## config.mk

```make
export PLATFORM = sky130hd
export DESIGN_NAME = crs_core_regs
export DESIGN_NICKNAME = d
export VERILOG_FILES = /design/src/shared/crs_pkg.sv /design/src/hw/crs_core_regs.sv
export VERILOG_INCLUDE_DIRS = /design/src /design/src/shared
export SDC_FILE = /design/constraint.sdc
export NUM_CORES = 2
export LEC_CHECK = 0
export BUFFER_PORTS_ARGS = -buffer_cell sky130_fd_sc_hd__buf_2
export CAP_MARGIN = 20
export CORE_MARGIN = 8
export CORE_UTILIZATION = 45
export CTS_CLUSTER_SIZE = 14
export DETAILED_ROUTE_END_ITERATION = 8
export HOLD_SLACK_MARGIN = 0.05
export SYNTH_ARGS = -nofsm -noshare
export SYNTH_HDL_FRONTEND = slang
export SYNTH_SLANG_ARGS = --single-unit
```

## constraint.sdc

```tcl
create_clock -name clk -period 5 [get_ports clk]
set_input_delay 0.5 -clock clk [delete_from_list [all_inputs] [get_ports clk]]
set_output_delay 0.5 -clock clk [all_outputs]
set_load 0.05 [all_outputs]
```

## src/shared/crs_defines.svh

```systemverilog
`ifndef CRS_DEFINES_SVH
`define CRS_DEFINES_SVH
// Register map, byte addresses on the APB side
`define CRS_OFF_GPR_LAST 8'h3c
`define CRS_OFF_CMD 8'h40
`define CRS_OFF_OPND 8'h44
`define CRS_OFF_RES 8'h48
`define CRS_OFF_STAT 8'h4c
// Status register bit positions
`define CRS_SR_C 0
`define CRS_SR_Z 1
`define CRS_SR_N 2
`define CRS_SR_IRQ_EN 3
`define CRS_SR_HALT 4
`define CRS_SR_OSC 5
`define CRS_SR_CG_LO 6
`define CRS_SR_CG_HI 7
`define CRS_SR_V 8
// Command word fields
`define CRS_F_OP 3:0
`define CRS_F_RA 7:4
`define CRS_F_RB 11:8
`define CRS_F_BYTE 12
`define CRS_F_AS 14:13
`define CRS_F_NMI 15
// Dedicated register numbers
`define CRS_R_PC 4'h0
`define CRS_R_SP 4'h1
`define CRS_R_SR 4'h2
`define CRS_R_CG 4'h3
// Reset value of every register
`define CRS_REG_RST 16'h0000
// Generated constants
`define CRS_K_0 16'h0000
`define CRS_K_1 16'h0001
`define CRS_K_2 16'h0002
`define CRS_K_4 16'h0004
`define CRS_K_8 16'h0008
`define CRS_K_M1 16'hffff
// One word in bytes
`define CRS_WORD 16'h0002
`endif

```

## src/shared/crs_pkg.sv

```systemverilog
package crs_pkg;
  typedef enum logic [3:0] {
    OP_NOP, OP_STEP, OP_FETCH, OP_PUSH, OP_POP, OP_CALL, OP_RET, OP_IRQ,
    OP_IRQ_RET, OP_ADD, OP_ADDC, OP_SUB, OP_SUBC, OP_CMP, OP_AND, OP_CONST
  } crs_op_t;
  typedef enum logic [2:0] {
    S_IDLE, S_PUSH, S_PUSH2, S_READ, S_READ2
  } crs_state_t;
endpackage

```

## src/hw/crs_core_regs.sv

```systemverilog
`timescale 1ns/10ps
`include "crs_defines.svh"
// Summary of operation
// RULE1 - Sixteen registers of 16 bits; non-dedicated ones hold data or addresses.
// RULE2 - Register 0 program counter, 1 stack pointer, 2 status, 3 constants.
// RULE3 - Any pointer register reaches the whole 64 Kbyte space without banking.
// RULE4 - Code, data and peripherals share one address and one data bus.
// RULE5 - Program counter points at next instruction, steps by 2, 4 or 6.
// RULE6 - Fetches only on word boundaries; program counter always even.
// RULE7 - Stack pointer stays even since stack traffic is whole words.
// RULE8 - Call and interrupt return addresses are saved on the stack.
// RULE9 - Push decrements before writing; pop increments after reading.
// RULE10 - Push of stack pointer stores it; pop into it reloads that value.
// RULE11 - Add overflow: same-sign operands giving opposite-sign result.
// RULE12 - Subtract overflow: pos minus neg gives neg, or neg minus pos gives pos.
// RULE13 - Two status bits pick one of four clock generator activity states.
// RULE14 - Oscillator disable stops all; external irq with enable, or NMI, wakes.
// RULE15 - Core halt stops execution; any enabled interrupt resumes.
// RULE16 - Global enable set lets maskable interrupts in; clear blocks them.
// RULE17 - Interrupt entry clears global enable; return restores saved status.
// RULE18 - Negative flag copies bit 15 for words, bit 7 for bytes.
// RULE19 - Zero flag set when result is zero, else cleared.
// RULE20 - Carry set on carry out; some operations load inverted zero.
// RULE21 - Constant registers give 4, 8 or 0, 1, 2, all-ones per mode bits.
// RULE22 - Arithmetic flags change only on operations that define them.
// RULE23 - Bit 0 of program counter and stack pointer forced low on write.
module crs_core_regs #(
  parameter int NREG = 16
) (
  input wire logic clk,
  input wire logic rst_n,
  input wire logic psel,
  input wire logic penable,
  input wire logic pwrite,
  input wire logic [7:0] paddr,
  input wire logic [31:0] pwdata,
  output logic [31:0] prdata,
  output logic pready,
  output logic pslverr,
  output logic mem_req,
  output logic mem_we,
  output logic [15:0] mem_addr,
  output logic [15:0] mem_wdata,
  input wire logic [15:0] mem_rdata,
  input wire logic mem_ack,
  input wire logic irq_pending,
  input wire logic ext_irq_pending,
  input wire logic nmi_pending,
  output logic core_running,
  output logic osc_running,
  output logic [1:0] clock_gen_sel
);
  logic [15:0] regs [0:NREG-1];
  logic [15:0] opnd;
  logic [15:0] result;
  crs_pkg::crs_op_t op;
  crs_pkg::crs_state_t state;
  logic [3:0] ra;

  // Word alignment of pointer registers on any write
  function automatic logic [15:0] crs_align(input logic [3:0] idx, input logic [15:0] v);
    crs_align = (idx == `CRS_R_PC || idx == `CRS_R_SP) ? {v[15:1], 1'b0} : v; // RULE23 RULE6 RULE7
  endfunction

  // Constant generator selected by register and mode bits
  function automatic logic [15:0] crs_const(input logic [3:0] r, input logic [1:0] as);
    logic [15:0] k;
    k = `CRS_K_0;
    if (r == `CRS_R_SR)
      k = (as == 2'h2) ? `CRS_K_4 : (as == 2'h3) ? `CRS_K_8 : `CRS_K_0; // RULE21
    else if (r == `CRS_R_CG)
      k = (as == 2'h1) ? `CRS_K_1 : (as == 2'h2) ? `CRS_K_2 : (as == 2'h3) ? `CRS_K_M1 : `CRS_K_0; // RULE21
    crs_const = k;
  endfunction

  // APB decode
  wire acc = psel & penable & ~pready;
  wire wr = acc & pwrite;
  wire in_gpr = paddr <= `CRS_OFF_GPR_LAST;
  wire [3:0] aidx = paddr[5:2];
  wire is_cmd = paddr == `CRS_OFF_CMD;
  wire is_opnd = paddr == `CRS_OFF_OPND;
  wire mapped = in_gpr | is_cmd | is_opnd | paddr == `CRS_OFF_RES | paddr == `CRS_OFF_STAT;
  wire idle = state == crs_pkg::S_IDLE;
  wire [15:0] sr = regs[`CRS_R_SR];
  wire [15:0] pc = regs[`CRS_R_PC];
  wire [15:0] sp = regs[`CRS_R_SP];
  wire irq_en = sr[`CRS_SR_IRQ_EN];
  wire halted = sr[`CRS_SR_HALT] | sr[`CRS_SR_OSC];

  // Command fields taken straight from the write data
  wire crs_pkg::crs_op_t c_op = crs_pkg::crs_op_t'(pwdata[`CRS_F_OP]);
  wire [3:0] c_ra = pwdata[`CRS_F_RA];
  wire [3:0] c_rb = pwdata[`CRS_F_RB];
  wire c_byte = pwdata[`CRS_F_BYTE];
  wire [1:0] c_as = pwdata[`CRS_F_AS];
  wire c_nmi = pwdata[`CRS_F_NMI];
  wire c_alu = c_op inside {crs_pkg::OP_ADD, crs_pkg::OP_ADDC, crs_pkg::OP_SUB,
                            crs_pkg::OP_SUBC, crs_pkg::OP_CMP, crs_pkg::OP_AND};
  wire c_dst_ok = c_rb != `CRS_R_SR && c_rb != `CRS_R_CG;
  wire c_irq_ok = c_nmi | irq_en; // RULE16
  wire c_len_ok = c_ra[1:0] != 2'h0;

  // Legality of a command; a halted core takes only interrupt entry
  wire cmd_ok = idle & (~halted | c_op == crs_pkg::OP_IRQ) &
                (c_op != crs_pkg::OP_STEP | c_len_ok) &
                (c_op != crs_pkg::OP_IRQ | c_irq_ok) &
                (~c_alu | c_dst_ok); // RULE15 RULE14
  wire go = wr & is_cmd & cmd_ok;
  wire gpr_wr = wr & in_gpr & idle;
  wire refuse = ~mapped | (wr & in_gpr & ~idle) | (wr & is_cmd & ~cmd_ok);

  // Arithmetic on the addressed operands
  wire [15:0] opa = regs[c_ra];
  wire [15:0] opb = regs[c_rb];
  wire sub = c_op inside {crs_pkg::OP_SUB, crs_pkg::OP_SUBC, crs_pkg::OP_CMP};
  wire is_and = c_op == crs_pkg::OP_AND;
  wire [15:0] a_in = sub ? ~opa : opa;
  wire cin = (c_op == crs_pkg::OP_ADDC || c_op == crs_pkg::OP_SUBC) ? sr[`CRS_SR_C] : sub;
  wire [16:0] sumw = {1'b0, opb} + {1'b0, a_in} + {16'h0000, cin};
  wire [8:0] sumb = {1'b0, opb[7:0]} + {1'b0, a_in[7:0]} + {8'h00, cin};
  wire [15:0] raw = is_and ? (opa & opb) : sumw[15:0];
  wire [15:0] resm = c_byte ? {8'h00, is_and ? raw[7:0] : sumb[7:0]} : raw;
  wire f_n = c_byte ? resm[7] : resm[15]; // RULE18
  wire f_z = resm == 16'h0000; // RULE19
  wire f_c = is_and ? ~f_z : (c_byte ? sumb[8] : sumw[16]); // RULE20
  wire vw = a_in[15] == opb[15] && resm[15] != opb[15];
  wire vb = a_in[7] == opb[7] && resm[7] != opb[7];
  wire f_v = ~is_and & (c_byte ? vb : vw); // RULE11 RULE12

  // Stack arithmetic; a push of the stack pointer stores the lowered value
  wire [15:0] sp_dec = sp - `CRS_WORD;
  wire [15:0] sp_inc = sp + `CRS_WORD;
  wire [15:0] push_val = (c_ra == `CRS_R_SP) ? sp_dec : opa; // RULE10
  wire [15:0] step = {13'h0, c_ra[1:0], 1'b0};

  // Wake conditions for the two low-power bits
  wire wake_halt = ((irq_pending | ext_irq_pending) & irq_en) | nmi_pending; // RULE15
  wire wake_osc = (ext_irq_pending & irq_en) | nmi_pending; // RULE14
  wire ack = ~idle & mem_ack;
  wire [15:0] rd_al = crs_align(ra, mem_rdata);
  wire [15:0] rd_pc = crs_align(`CRS_R_PC, mem_rdata);
  wire [15:0] stat = {11'h0, sr[`CRS_SR_CG_HI], sr[`CRS_SR_CG_LO], sr[`CRS_SR_OSC],
                      sr[`CRS_SR_HALT], ~idle};
  wire [15:0] rd_val = in_gpr ? (aidx == `CRS_R_CG ? `CRS_K_0 : regs[aidx]) :
                       is_opnd ? opnd : paddr == `CRS_OFF_RES ? result :
                       paddr == `CRS_OFF_STAT ? stat : 16'h0000;

  // APB answer one cycle after the access phase starts
  always_ff @(posedge clk or negedge rst_n)
  begin
    if (!rst_n)
    begin
      pready <= 1'b0;
      pslverr <= 1'b0;
      prdata <= 32'h00000000;
    end
    else
    begin
      pready <= acc;
      pslverr <= acc & refuse;
      prdata <= (acc & ~pwrite) ? {16'h0000, rd_val} : 32'h00000000;
    end
  end

  // Operand register for call targets and vector addresses
  always_ff @(posedge clk or negedge rst_n)
  begin
    if (!rst_n)
      opnd <= 16'h0000;
    else if (wr & is_opnd)
      opnd <= pwdata[15:0];
  end

  // Register file, flags and stack updates
  always_ff @(posedge clk or negedge rst_n)
  begin
    if (!rst_n)
    begin
      for (int i = 0; i < NREG; i++)
        regs[i] <= `CRS_REG_RST; // RULE1
      result <= 16'h0000;
    end
    else
    begin
      if (sr[`CRS_SR_HALT] & wake_halt)
        regs[`CRS_R_SR][`CRS_SR_HALT] <= 1'b0; // RULE15
      if (sr[`CRS_SR_OSC] & wake_osc)
        regs[`CRS_R_SR][`CRS_SR_OSC] <= 1'b0; // RULE14
      if (gpr_wr && aidx != `CRS_R_CG)
        regs[aidx] <= crs_align(aidx, pwdata[15:0]); // RULE2 RULE23
      if (go)
      begin
        case (c_op)
          crs_pkg::OP_STEP: regs[`CRS_R_PC] <= pc + step; // RULE5
          crs_pkg::OP_PUSH, crs_pkg::OP_CALL, crs_pkg::OP_IRQ:
            regs[`CRS_R_SP] <= sp_dec; // RULE9 RULE7
          crs_pkg::OP_CONST: result <= crs_const(c_ra, c_as); // RULE21
          crs_pkg::OP_NOP, crs_pkg::OP_FETCH, crs_pkg::OP_POP, crs_pkg::OP_RET,
          crs_pkg::OP_IRQ_RET: ;
          default:
          begin
            if (c_op != crs_pkg::OP_CMP)
              regs[c_rb] <= crs_align(c_rb, resm);
            result <= resm;
            regs[`CRS_R_SR][`CRS_SR_V] <= f_v; // RULE22
            regs[`CRS_R_SR][`CRS_SR_N] <= f_n;
            regs[`CRS_R_SR][`CRS_SR_Z] <= f_z;
            regs[`CRS_R_SR][`CRS_SR_C] <= f_c;
          end
        endcase
      end
      if (ack)
      begin
        case (state)
          crs_pkg::S_PUSH:
            if (op == crs_pkg::OP_CALL)
              regs[`CRS_R_PC] <= crs_align(`CRS_R_PC, opnd); // RULE8
            else if (op == crs_pkg::OP_IRQ)
              regs[`CRS_R_SP] <= sp_dec; // RULE8
          crs_pkg::S_PUSH2:
          begin
            regs[`CRS_R_SR][`CRS_SR_IRQ_EN] <= 1'b0; // RULE17
            regs[`CRS_R_SR][`CRS_SR_HALT] <= 1'b0;
            regs[`CRS_R_SR][`CRS_SR_OSC] <= 1'b0;
          end
          crs_pkg::S_READ:
            case (op)
              crs_pkg::OP_POP:
                if (ra == `CRS_R_SP)
                  regs[`CRS_R_SP] <= rd_al; // RULE10
                else
                begin
                  regs[`CRS_R_SP] <= sp_inc; // RULE9
                  if (ra != `CRS_R_CG)
                    regs[ra] <= rd_al;
                end
              crs_pkg::OP_RET:
              begin
                regs[`CRS_R_PC] <= rd_pc;
                regs[`CRS_R_SP] <= sp_inc;
              end
              crs_pkg::OP_FETCH:
              begin
                result <= mem_rdata;
                regs[`CRS_R_PC] <= pc + `CRS_WORD; // RULE5
              end
              crs_pkg::OP_IRQ: regs[`CRS_R_PC] <= rd_pc;
              crs_pkg::OP_IRQ_RET:
              begin
                regs[`CRS_R_SR] <= mem_rdata; // RULE17
                regs[`CRS_R_SP] <= sp_inc;
              end
              default: ;
            endcase
          crs_pkg::S_READ2:
          begin
            regs[`CRS_R_PC] <= rd_pc;
            regs[`CRS_R_SP] <= sp_inc;
          end
          default: ;
        endcase
      end
    end
  end

  // Bus sequencer: one request held until acknowledged
  always_ff @(posedge clk or negedge rst_n)
  begin
    if (!rst_n)
    begin
      state <= crs_pkg::S_IDLE;
      op <= crs_pkg::OP_NOP;
      ra <= 4'h0;
      mem_req <= 1'b0;
      mem_we <= 1'b0;
      mem_addr <= 16'h0000;
      mem_wdata <= 16'h0000;
    end
    else if (go)
    begin
      op <= c_op;
      ra <= c_ra;
      case (c_op)
        crs_pkg::OP_PUSH, crs_pkg::OP_CALL, crs_pkg::OP_IRQ:
        begin
          state <= crs_pkg::S_PUSH;
          mem_req <= 1'b1;
          mem_we <= 1'b1;
          mem_addr <= sp_dec; // RULE9 RULE3
          mem_wdata <= (c_op == crs_pkg::OP_PUSH) ? push_val : pc; // RULE8
        end
        crs_pkg::OP_POP, crs_pkg::OP_RET, crs_pkg::OP_IRQ_RET, crs_pkg::OP_FETCH:
        begin
          state <= crs_pkg::S_READ;
          mem_req <= 1'b1;
          mem_we <= 1'b0;
          mem_addr <= (c_op == crs_pkg::OP_FETCH) ? pc : sp; // RULE4 RULE6
        end
        default: ;
      endcase
    end
    else if (ack)
    begin
      case (state)
        crs_pkg::S_PUSH:
          if (op == crs_pkg::OP_IRQ)
          begin
            state <= crs_pkg::S_PUSH2;
            mem_addr <= sp_dec;
            mem_wdata <= sr;
          end
          else
          begin
            state <= crs_pkg::S_IDLE;
            mem_req <= 1'b0;
          end
        crs_pkg::S_PUSH2:
        begin
          state <= crs_pkg::S_READ;
          mem_we <= 1'b0;
          mem_addr <= opnd;
        end
        crs_pkg::S_READ:
          if (op == crs_pkg::OP_IRQ_RET)
          begin
            state <= crs_pkg::S_READ2;
            mem_addr <= sp_inc;
          end
          else
          begin
            state <= crs_pkg::S_IDLE;
            mem_req <= 1'b0;
          end
        default:
        begin
          state <= crs_pkg::S_IDLE;
          mem_req <= 1'b0;
        end
      endcase
    end
  end

  // Low-power and clock generator status driven out of flops
  always_ff @(posedge clk or negedge rst_n)
  begin
    if (!rst_n)
    begin
      core_running <= 1'b0;
      osc_running <= 1'b0;
      clock_gen_sel <= 2'h0;
    end
    else
    begin
      core_running <= ~sr[`CRS_SR_HALT] & ~sr[`CRS_SR_OSC];
      osc_running <= ~sr[`CRS_SR_OSC];
      clock_gen_sel <= {sr[`CRS_SR_CG_HI], sr[`CRS_SR_CG_LO]}; // RULE13
    end
  end
endmodule // crs_core_regs

```

; ---- After elaboration in Yosys (flattened, before gate mapping)
; Cells that the tools add are included.
[totals]
ff_bits = 355
word_cells = 301
output_inout_bits = 72
[op_classes]
n_bitwise = 55
n_addsub = 8
n_mux = 102
magnitude_cmp = 8
reduce_logical = 39
eq_ne = 58
[op_table]
columns = op, n
row1 = 256-bit two-way mux, 5
row2 = 256-bit bitwise mux, 3
row3 = 16-bit two-way mux, 43
row4 = 224-bit two-way mux, 2
row5 = 211-bit two-way mux, 1
row6 = 208-bit two-way mux, 1
row7 = 16-bit binary-select mux with 4-bit select, 3
row8 = 16-bit demux with 4-bit select, 3
row9 = 16-bit case mux with 2 select lines, 6
row10 = 16-bit case mux with 3 select lines, 2
row11 = 32-bit case mux with 3 select lines, 1
row12 = "4-bit == test, second input constant", 9
row13 = "16-bit by 2-bit adder with 16-bit output, second input constant", 2
row14 = "4-bit by 3-bit == test with 1-bit output, second input constant", 8
row15 = "8-bit by 7-bit == test with 1-bit output, second input constant", 4
row16 = "4-bit by 2-bit == test with 1-bit output, second input constant", 6
row17 = 1-bit bitwise AND, 23
row18 = "4-bit by 1-bit == test with 1-bit output, second input constant", 5
row19 = "5-bit >= comparator, second input constant", 4
row20 = 4-bit NOT with 5-bit output, 4
row21 = 1-bit two-way mux, 18
row22 = 9-bit OR reduction, 2
row23 = 16-bit by 16-bit adder with 17-bit output, 1
row24 = 17-bit by 1-bit adder with 17-bit output, 1
row25 = other kinds (53), 113

; ---- Depth between registers and ports, before layout
[depth]
depth_word = 23
mapped_depth = 21
mapped_depth_nobuf = 16

; ---- Worst setup path after synthesis
; Ideal clock, no wire load.
[synth_timing]
kind = input-to-reg
startpoint = input port pwdata[4]
endpoint = register regs, in the netlist sr[0]
cell_stages = 20
arrival_time_ps = 4895
required_ps = 4863
setup_slack_ps = -32
n_path_buf = 5
path_cell_list = buf_6 buf_6 buf_6 buf_6 buf_2 mux4_2 o22ai_1 nor2_1 xnor2_1 ha_1 a21oi_1 o221ai_1 a2111oi_1 nor2_1 xnor2_1 a32oi_1 or3b_1 nor4b_4 o2bb2ai_1 a211oi_1
[synth_via]
elab_chain_len = 22
word_cells_on_any_way = 32
cone_classes = 4 x add/sub / 17 x mux / 9 x bitwise / 2 x reduce/logical
[synth_lines]
columns = item, line
row1 = from (decl), crs_core_regs.sv:36  ; input wire logic [31:0] pwdata,
row2 = 4-bit NOT with 5-bit output (implied by the code), crs_core_regs.sv:114  ; wire [15:0] opa = regs[c_ra];
row3 = 16-bit binary-select mux with 4-bit select, crs_core_regs.sv:114
row4 = 16-bit two-way mux (implied by the code) (2 in series), crs_core_regs.sv:114
row5 = 16-bit NOT, crs_core_regs.sv:118  ; wire [15:0] a_in = sub ? ~opa : opa;
row6 = 16-bit two-way mux, crs_core_regs.sv:118
row7 = 16-bit by 16-bit adder with 17-bit output, crs_core_regs.sv:120  ; wire [16:0] sumw = {1'b0, opb} + {1'b0, a_in} + {16'h0000, cin};
row8 = 17-bit by 1-bit adder with 17-bit output, crs_core_regs.sv:120
row9 = 16-bit two-way mux, crs_core_regs.sv:122  ; wire [15:0] raw = is_and ? (opa & opb) : sumw[15:0];
row10 = (+5 left out), n/a
row11 = 224-bit two-way mux, crs_core_regs.sv:194  ; case (c_op)
row12 = 256-bit two-way mux (*), crs_core_regs.sv:192  ; if (go)
row13 = 256-bit bitwise mux, crs_core_regs.sv:236  ; regs[ra] <= rd_al;
row14 = 256-bit two-way mux, crs_core_regs.sv:235  ; if (ra != `CRS_R_CG)
row15 = 224-bit two-way mux, crs_core_regs.sv:230  ; if (ra == `CRS_R_SP)
row16 = 16-bit case mux with 2 select lines, crs_core_regs.sv:228  ; case (op)
row17 = 211-bit two-way mux, crs_core_regs.sv:215  ; case (state)
row18 = 256-bit two-way mux (*), crs_core_regs.sv:213  ; if (ack)
row19 = "to (signal, indexed assignment)", crs_core_regs.sv:218  ; regs[`CRS_R_PC] <= crs_align(`CRS_R_PC, opnd);
row20 = "to (signal, indexed assignment)", crs_core_regs.sv:231  ; regs[`CRS_R_SP] <= rd_al;
row21 = "to (signal, indexed assignment)", crs_core_regs.sv:234  ; regs[`CRS_R_SP] <= sp_inc;
row22 = to (decl), crs_core_regs.sv:53  ; logic [15:0] regs [0:NREG-1];
; Mark *: on every way between the ends. The rest lies on a longest branch, timed or not. The select of a mux whose other input is x is not followed.
; A chain may end at the register's enable or synchronous reset.

; ---- Worst setup path after layout
[layout_timing]
startpoint = register regs[32] (netlist name)
endpoint = register regs, in the netlist sp[14]
[layout_via]
elab_chain_len = 17
word_cells_on_any_way = 21
cone_classes = 2 x add/sub / 18 x mux / 1 x bitwise
[layout_lines]
columns = item, line
row1 = "from (signal, indexed assignment)", crs_core_regs.sv:181  ; regs[i] <= `CRS_REG_RST;
row2 = "from (signal, indexed assignment)", crs_core_regs.sv:191  ; regs[aidx] <= crs_align(aidx, pwdata[15:0]);
row3 = "from (signal, indexed assignment)", crs_core_regs.sv:195  ; crs_pkg::OP_STEP: regs[`CRS_R_PC] <= pc + step;
row4 = 16-bit binary-select mux with 4-bit select, crs_core_regs.sv:114
row5 = 16-bit two-way mux (implied by the code) (2 in series), crs_core_regs.sv:114
row6 = 16-bit NOT, crs_core_regs.sv:118
row7 = 16-bit two-way mux, crs_core_regs.sv:118
row8 = 16-bit by 16-bit adder with 17-bit output (*), crs_core_regs.sv:120
row9 = 17-bit by 1-bit adder with 17-bit output (*), crs_core_regs.sv:120
row10 = 16-bit two-way mux (*), crs_core_regs.sv:122
row11 = 16-bit two-way mux (*), crs_core_regs.sv:123  ; wire [15:0] resm = c_byte ? {8'h00, is_and ? raw[7:0] : sumb[7:0]} : raw;
row12 = 256-bit bitwise mux (*), crs_core_regs.sv:204  ; regs[c_rb] <= crs_align(c_rb, resm);
row13 = 256-bit two-way mux (*), crs_core_regs.sv:203  ; if (c_op != crs_pkg::OP_CMP)
row14 = 16-bit case mux with 2 select lines (*), crs_core_regs.sv:194
row15 = 256-bit two-way mux (*), crs_core_regs.sv:192
row16 = 16-bit two-way mux, crs_core_regs.sv:219  ; else if (op == crs_pkg::OP_IRQ)
row17 = 16-bit two-way mux, crs_core_regs.sv:217  ; if (op == crs_pkg::OP_CALL)
row18 = 32-bit case mux with 3 select lines, crs_core_regs.sv:215
row19 = 256-bit two-way mux (*), crs_core_regs.sv:213
; Marked as above.

==> flow_metrics.tcl <==
set metrics [dict create \
    vias_per_cell 6.99 \
    cts.sinks 355 \
    use_met3_pct 16.2 \
    placed_cell_area_um2 32600 \
    num_rows 94 \
    clk_latency_ns 0.62 \
    rr_endpoint "sp[14]" \
    crit_end "sp[14]" \
    groute.usage.overall_pct 41.1 \
    via_count 31200 \
    cts_htree_levels 2 \
    nNetsFinal 3646 \
    wirelength_mm 156 \
    grt_start_max_net_pins 112 \
    fin_crit_sh_pct 95.6 \
    async_flop_share_pct 100 \
    synth_top_area_share_pct 30.1 \
    rr_startpoint "regs[32]" \
    worstRegToRegCells 17 \
    hold_slack_ns 0.246 \
    setup.worst_path.start "regs[32]" \
    wl_per_cell_um 35.1 \
    post-cts-setup-buffer-count 0 \
    drc 0 \
    dr.pass1.iters 6 \
    synth_edf_count 0 \
    hpwlAfterDp_mm 113 \
    ir_worst_vdd_mv 0.288 \
    drt_iter0_drc 4984 \
    leakage_nw 14.9 \
    core_um2 65400 \
    fin_util_pct 52.3 \
    fmax_mhz 209 \
    cts_buffer_depth 3 \
    ys_ff_latch 355 \
    slew_headroom_pct 15.4 \
    drive_gt1_share_pct 23.0 \
    hold_viol 0 \
    clkTransAtPathRegs_ns 0.07 \
    area_delta_synth_final_pct 15.8 \
    placed_cells 4373 \
    r2r_setup_slack_ns 0.22 \
    start_util_pct 45.2 \
    final_area_um2 34200 \
    slew_violations 0 \
    ys.flop_type "dfrtp_1" \
    p_per_area_nw_per_um2 262 \
    layout_min_cycle_time_ns 4.78 \
    critPathArrivalTime_ns 5.30 \
    grt.overflow.total 0 \
    grt_use_met2_pct 58.3 \
    end_kind "register" \
    ant_nets 0 \
    worstPathRequired_ns 5.52 \
    synthCells 3429 \
    setup_viol 0 \
    status "complete, no violations" \
    fp.dieH_um 272 \
    numPortBuffers 104 \
    crit_fanout 5 \
    hold_path.class "in -> reg" \
    grtUsageMet1_pct 52.2 \
    synth.top_cells.by_count "nand2_1 (590), dfrtp_1 (355), o21ai_0 (321), clkbuf_1 (291), nor2_1 (248)" \
    cts_root_buffer "clkbuf_16" \
    final.setup.worst_slack_ns 0.219 \
    maxCapViolations 0 \
    cts_made_buffers 45 \
    clock_skew_ns 0.0245 \
    final_cells 4458 \
    gp_congestion 1.06 \
    worstSetupPathType "reg -> reg" \
    synthMostInstantiatedCell "nand2_1" \
    grt_pass1_wl_mm 221 \
    synth.avg_cell_area_um2 8.61 \
    place_ws_ns -0.177 \
    worst_pin_slew_ns 1.26 \
    start_kind "register" \
    cts_tree "yes" \
    top_usage_layer "met2" \
    grt_pass1_vias 29400 \
    rsz0062_at_grt "no" \
    synthTopCellsByArea "dfrtp_1 (30%), mux4_2 (16%), nand2_1 (7.5%)" \
    ys_seq_area_share_pct 30.1 \
    synth_cell_type_count 92 \
    synth_top_cell_by_area "dfrtp_1" \
    antenna_found_initial 7 \
    syn_area_um2 29500 \
    num_io_pins 137 \
    die_x_um 272 \
    yosysWarnings 0 \
    die-area_um2 74100 \
]
worst max-delay path: stages, from the launching register on:
cell	delay, ns
dfrtp_1	0.42
mux4_2	0.47
a22oi_1	0.26
nand2_2	0.15
xnor2_1	0.17
fa_2	0.42
fa_1	0.46
a211oi_1	0.23
o31ai_1	0.11
buf_4	0.15
o2111ai_1	0.28
a21oi_1	0.16
or4_1	0.43
a211oi_2	0.28
buf_12	0.23
a32o_1	0.23
a221oi_1	0.10
o22ai_1	0.14
power breakdown:
group,total (mW),internal [mW],leakage (nW),switching [mW]
Combinational,2.36,0.808,9.25,1.55
Sequential,3.12,2.97,4.90,0.149
Clock,3.49,2.02,0.753,1.47
per-layer routing:
layer,up-vias,share of wire [%]
li1,12800,-
met1,15200,36
met2,2518,41
met3,590,15
met4,6,7.8
met5,-,0.028
worst min path at each step:
stage / from / to / slack, ns / cells after the start
after global placement: regs[193] / regs[193] / 0.39 / 0
final: penable / pready / 0.25 / 4
after CTS: penable / pready / 0.23 / 4
after detailed placement: regs[206] / regs[206] / 0.40 / 0
after global routing: penable / pready / 0.26 / 4
after floorplan: rst_n / clock_gen_sel[0] / 0.20 / 0
timing repair:
action / 4_1_cts / 5_1_grt
hold buffers: 1 / 0
resized for setup: 0 / 1
setup endpoints to repair: 0 / 19
hold endpoints to repair: 98 / 0
state kept, by name (all words and copies together) (netlist names), 16 cells and up:
register and count:
sp 16, sr 16, pc 16, prdata 16, mem_addr 16, regs 208
opnd 16, mem_wdata 16, result 16
stage by stage:
stage               TNS, ns  total power [mW]
finish                    0              8.97
global route              0              9.15
detailed placement    -3.03              5.40
floorplan                 0              4.29
CTS                       0              8.86
global placement      -2.24              5.38
layout by cell type, fill, tap and decap left out, drive strengths merged, types with 9 or more instances in the layout:
cell type / Yosys / routed
mux4: 208 / 208
xor2: 32 / 32
a21oi: 173 / 173
dfrtp: 355 / 355
and2: 15 / 15
a21o: 12 / 12
buf: 104 / 461
or2: 9 / 9
mux2: 29 / 29
o211ai: 26 / 26
a22oi: 68 / 68
o221ai: 13 / 13
xnor2: 40 / 40
o21ai: 491 / 491
clkbuf: 291 / 60
ha: 20 / 20
o22ai: 47 / 47
mux2i: 210 / 210
nand2: 591 / 591
and3: 23 / 23
a31oi: 18 / 18
nand4: 10 / 10
nand3: 77 / 77
nand2b: 25 / 25
clkinv: 1 / 10
inv: 18 / 23
a221oi: 30 / 30
a211oi: 37 / 37
a222oi: 23 / 23
conb: 1 / 16
nor3: 40 / 40
nor2b: 25 / 25
nor2: 252 / 252
logic make-up (layout without fill, tap and decap cells):
group	count (synthesis)	after routing	synth area share, %
simple gates	1111	1111	16.3
compound gates	1006	1006	20.4
mux	447	447	24.1
buf+inv	414	562	5.93
flops	355	355	30.1
xor+xnor	72	72	2.14
fa+ha+maj	23	23	1.05
other cells	1	18	0.0127
area by class of cell:
class / count / area, um2
Antenna cell: 2 / 5.00
Clock buffer: 60 / 1280
Clock inverter: 21 / 250
Fill cell: 6152 / 31200
Inverter: 19 / 71.3
Multi-Input combinational cell: 2675 / 19100
Sequential cell: 355 / 8880
Tap cell: 864 / 1080
Timing Repair Buffer: 462 / 3550
Note: power is estimated with default switching activity, not from simulation.
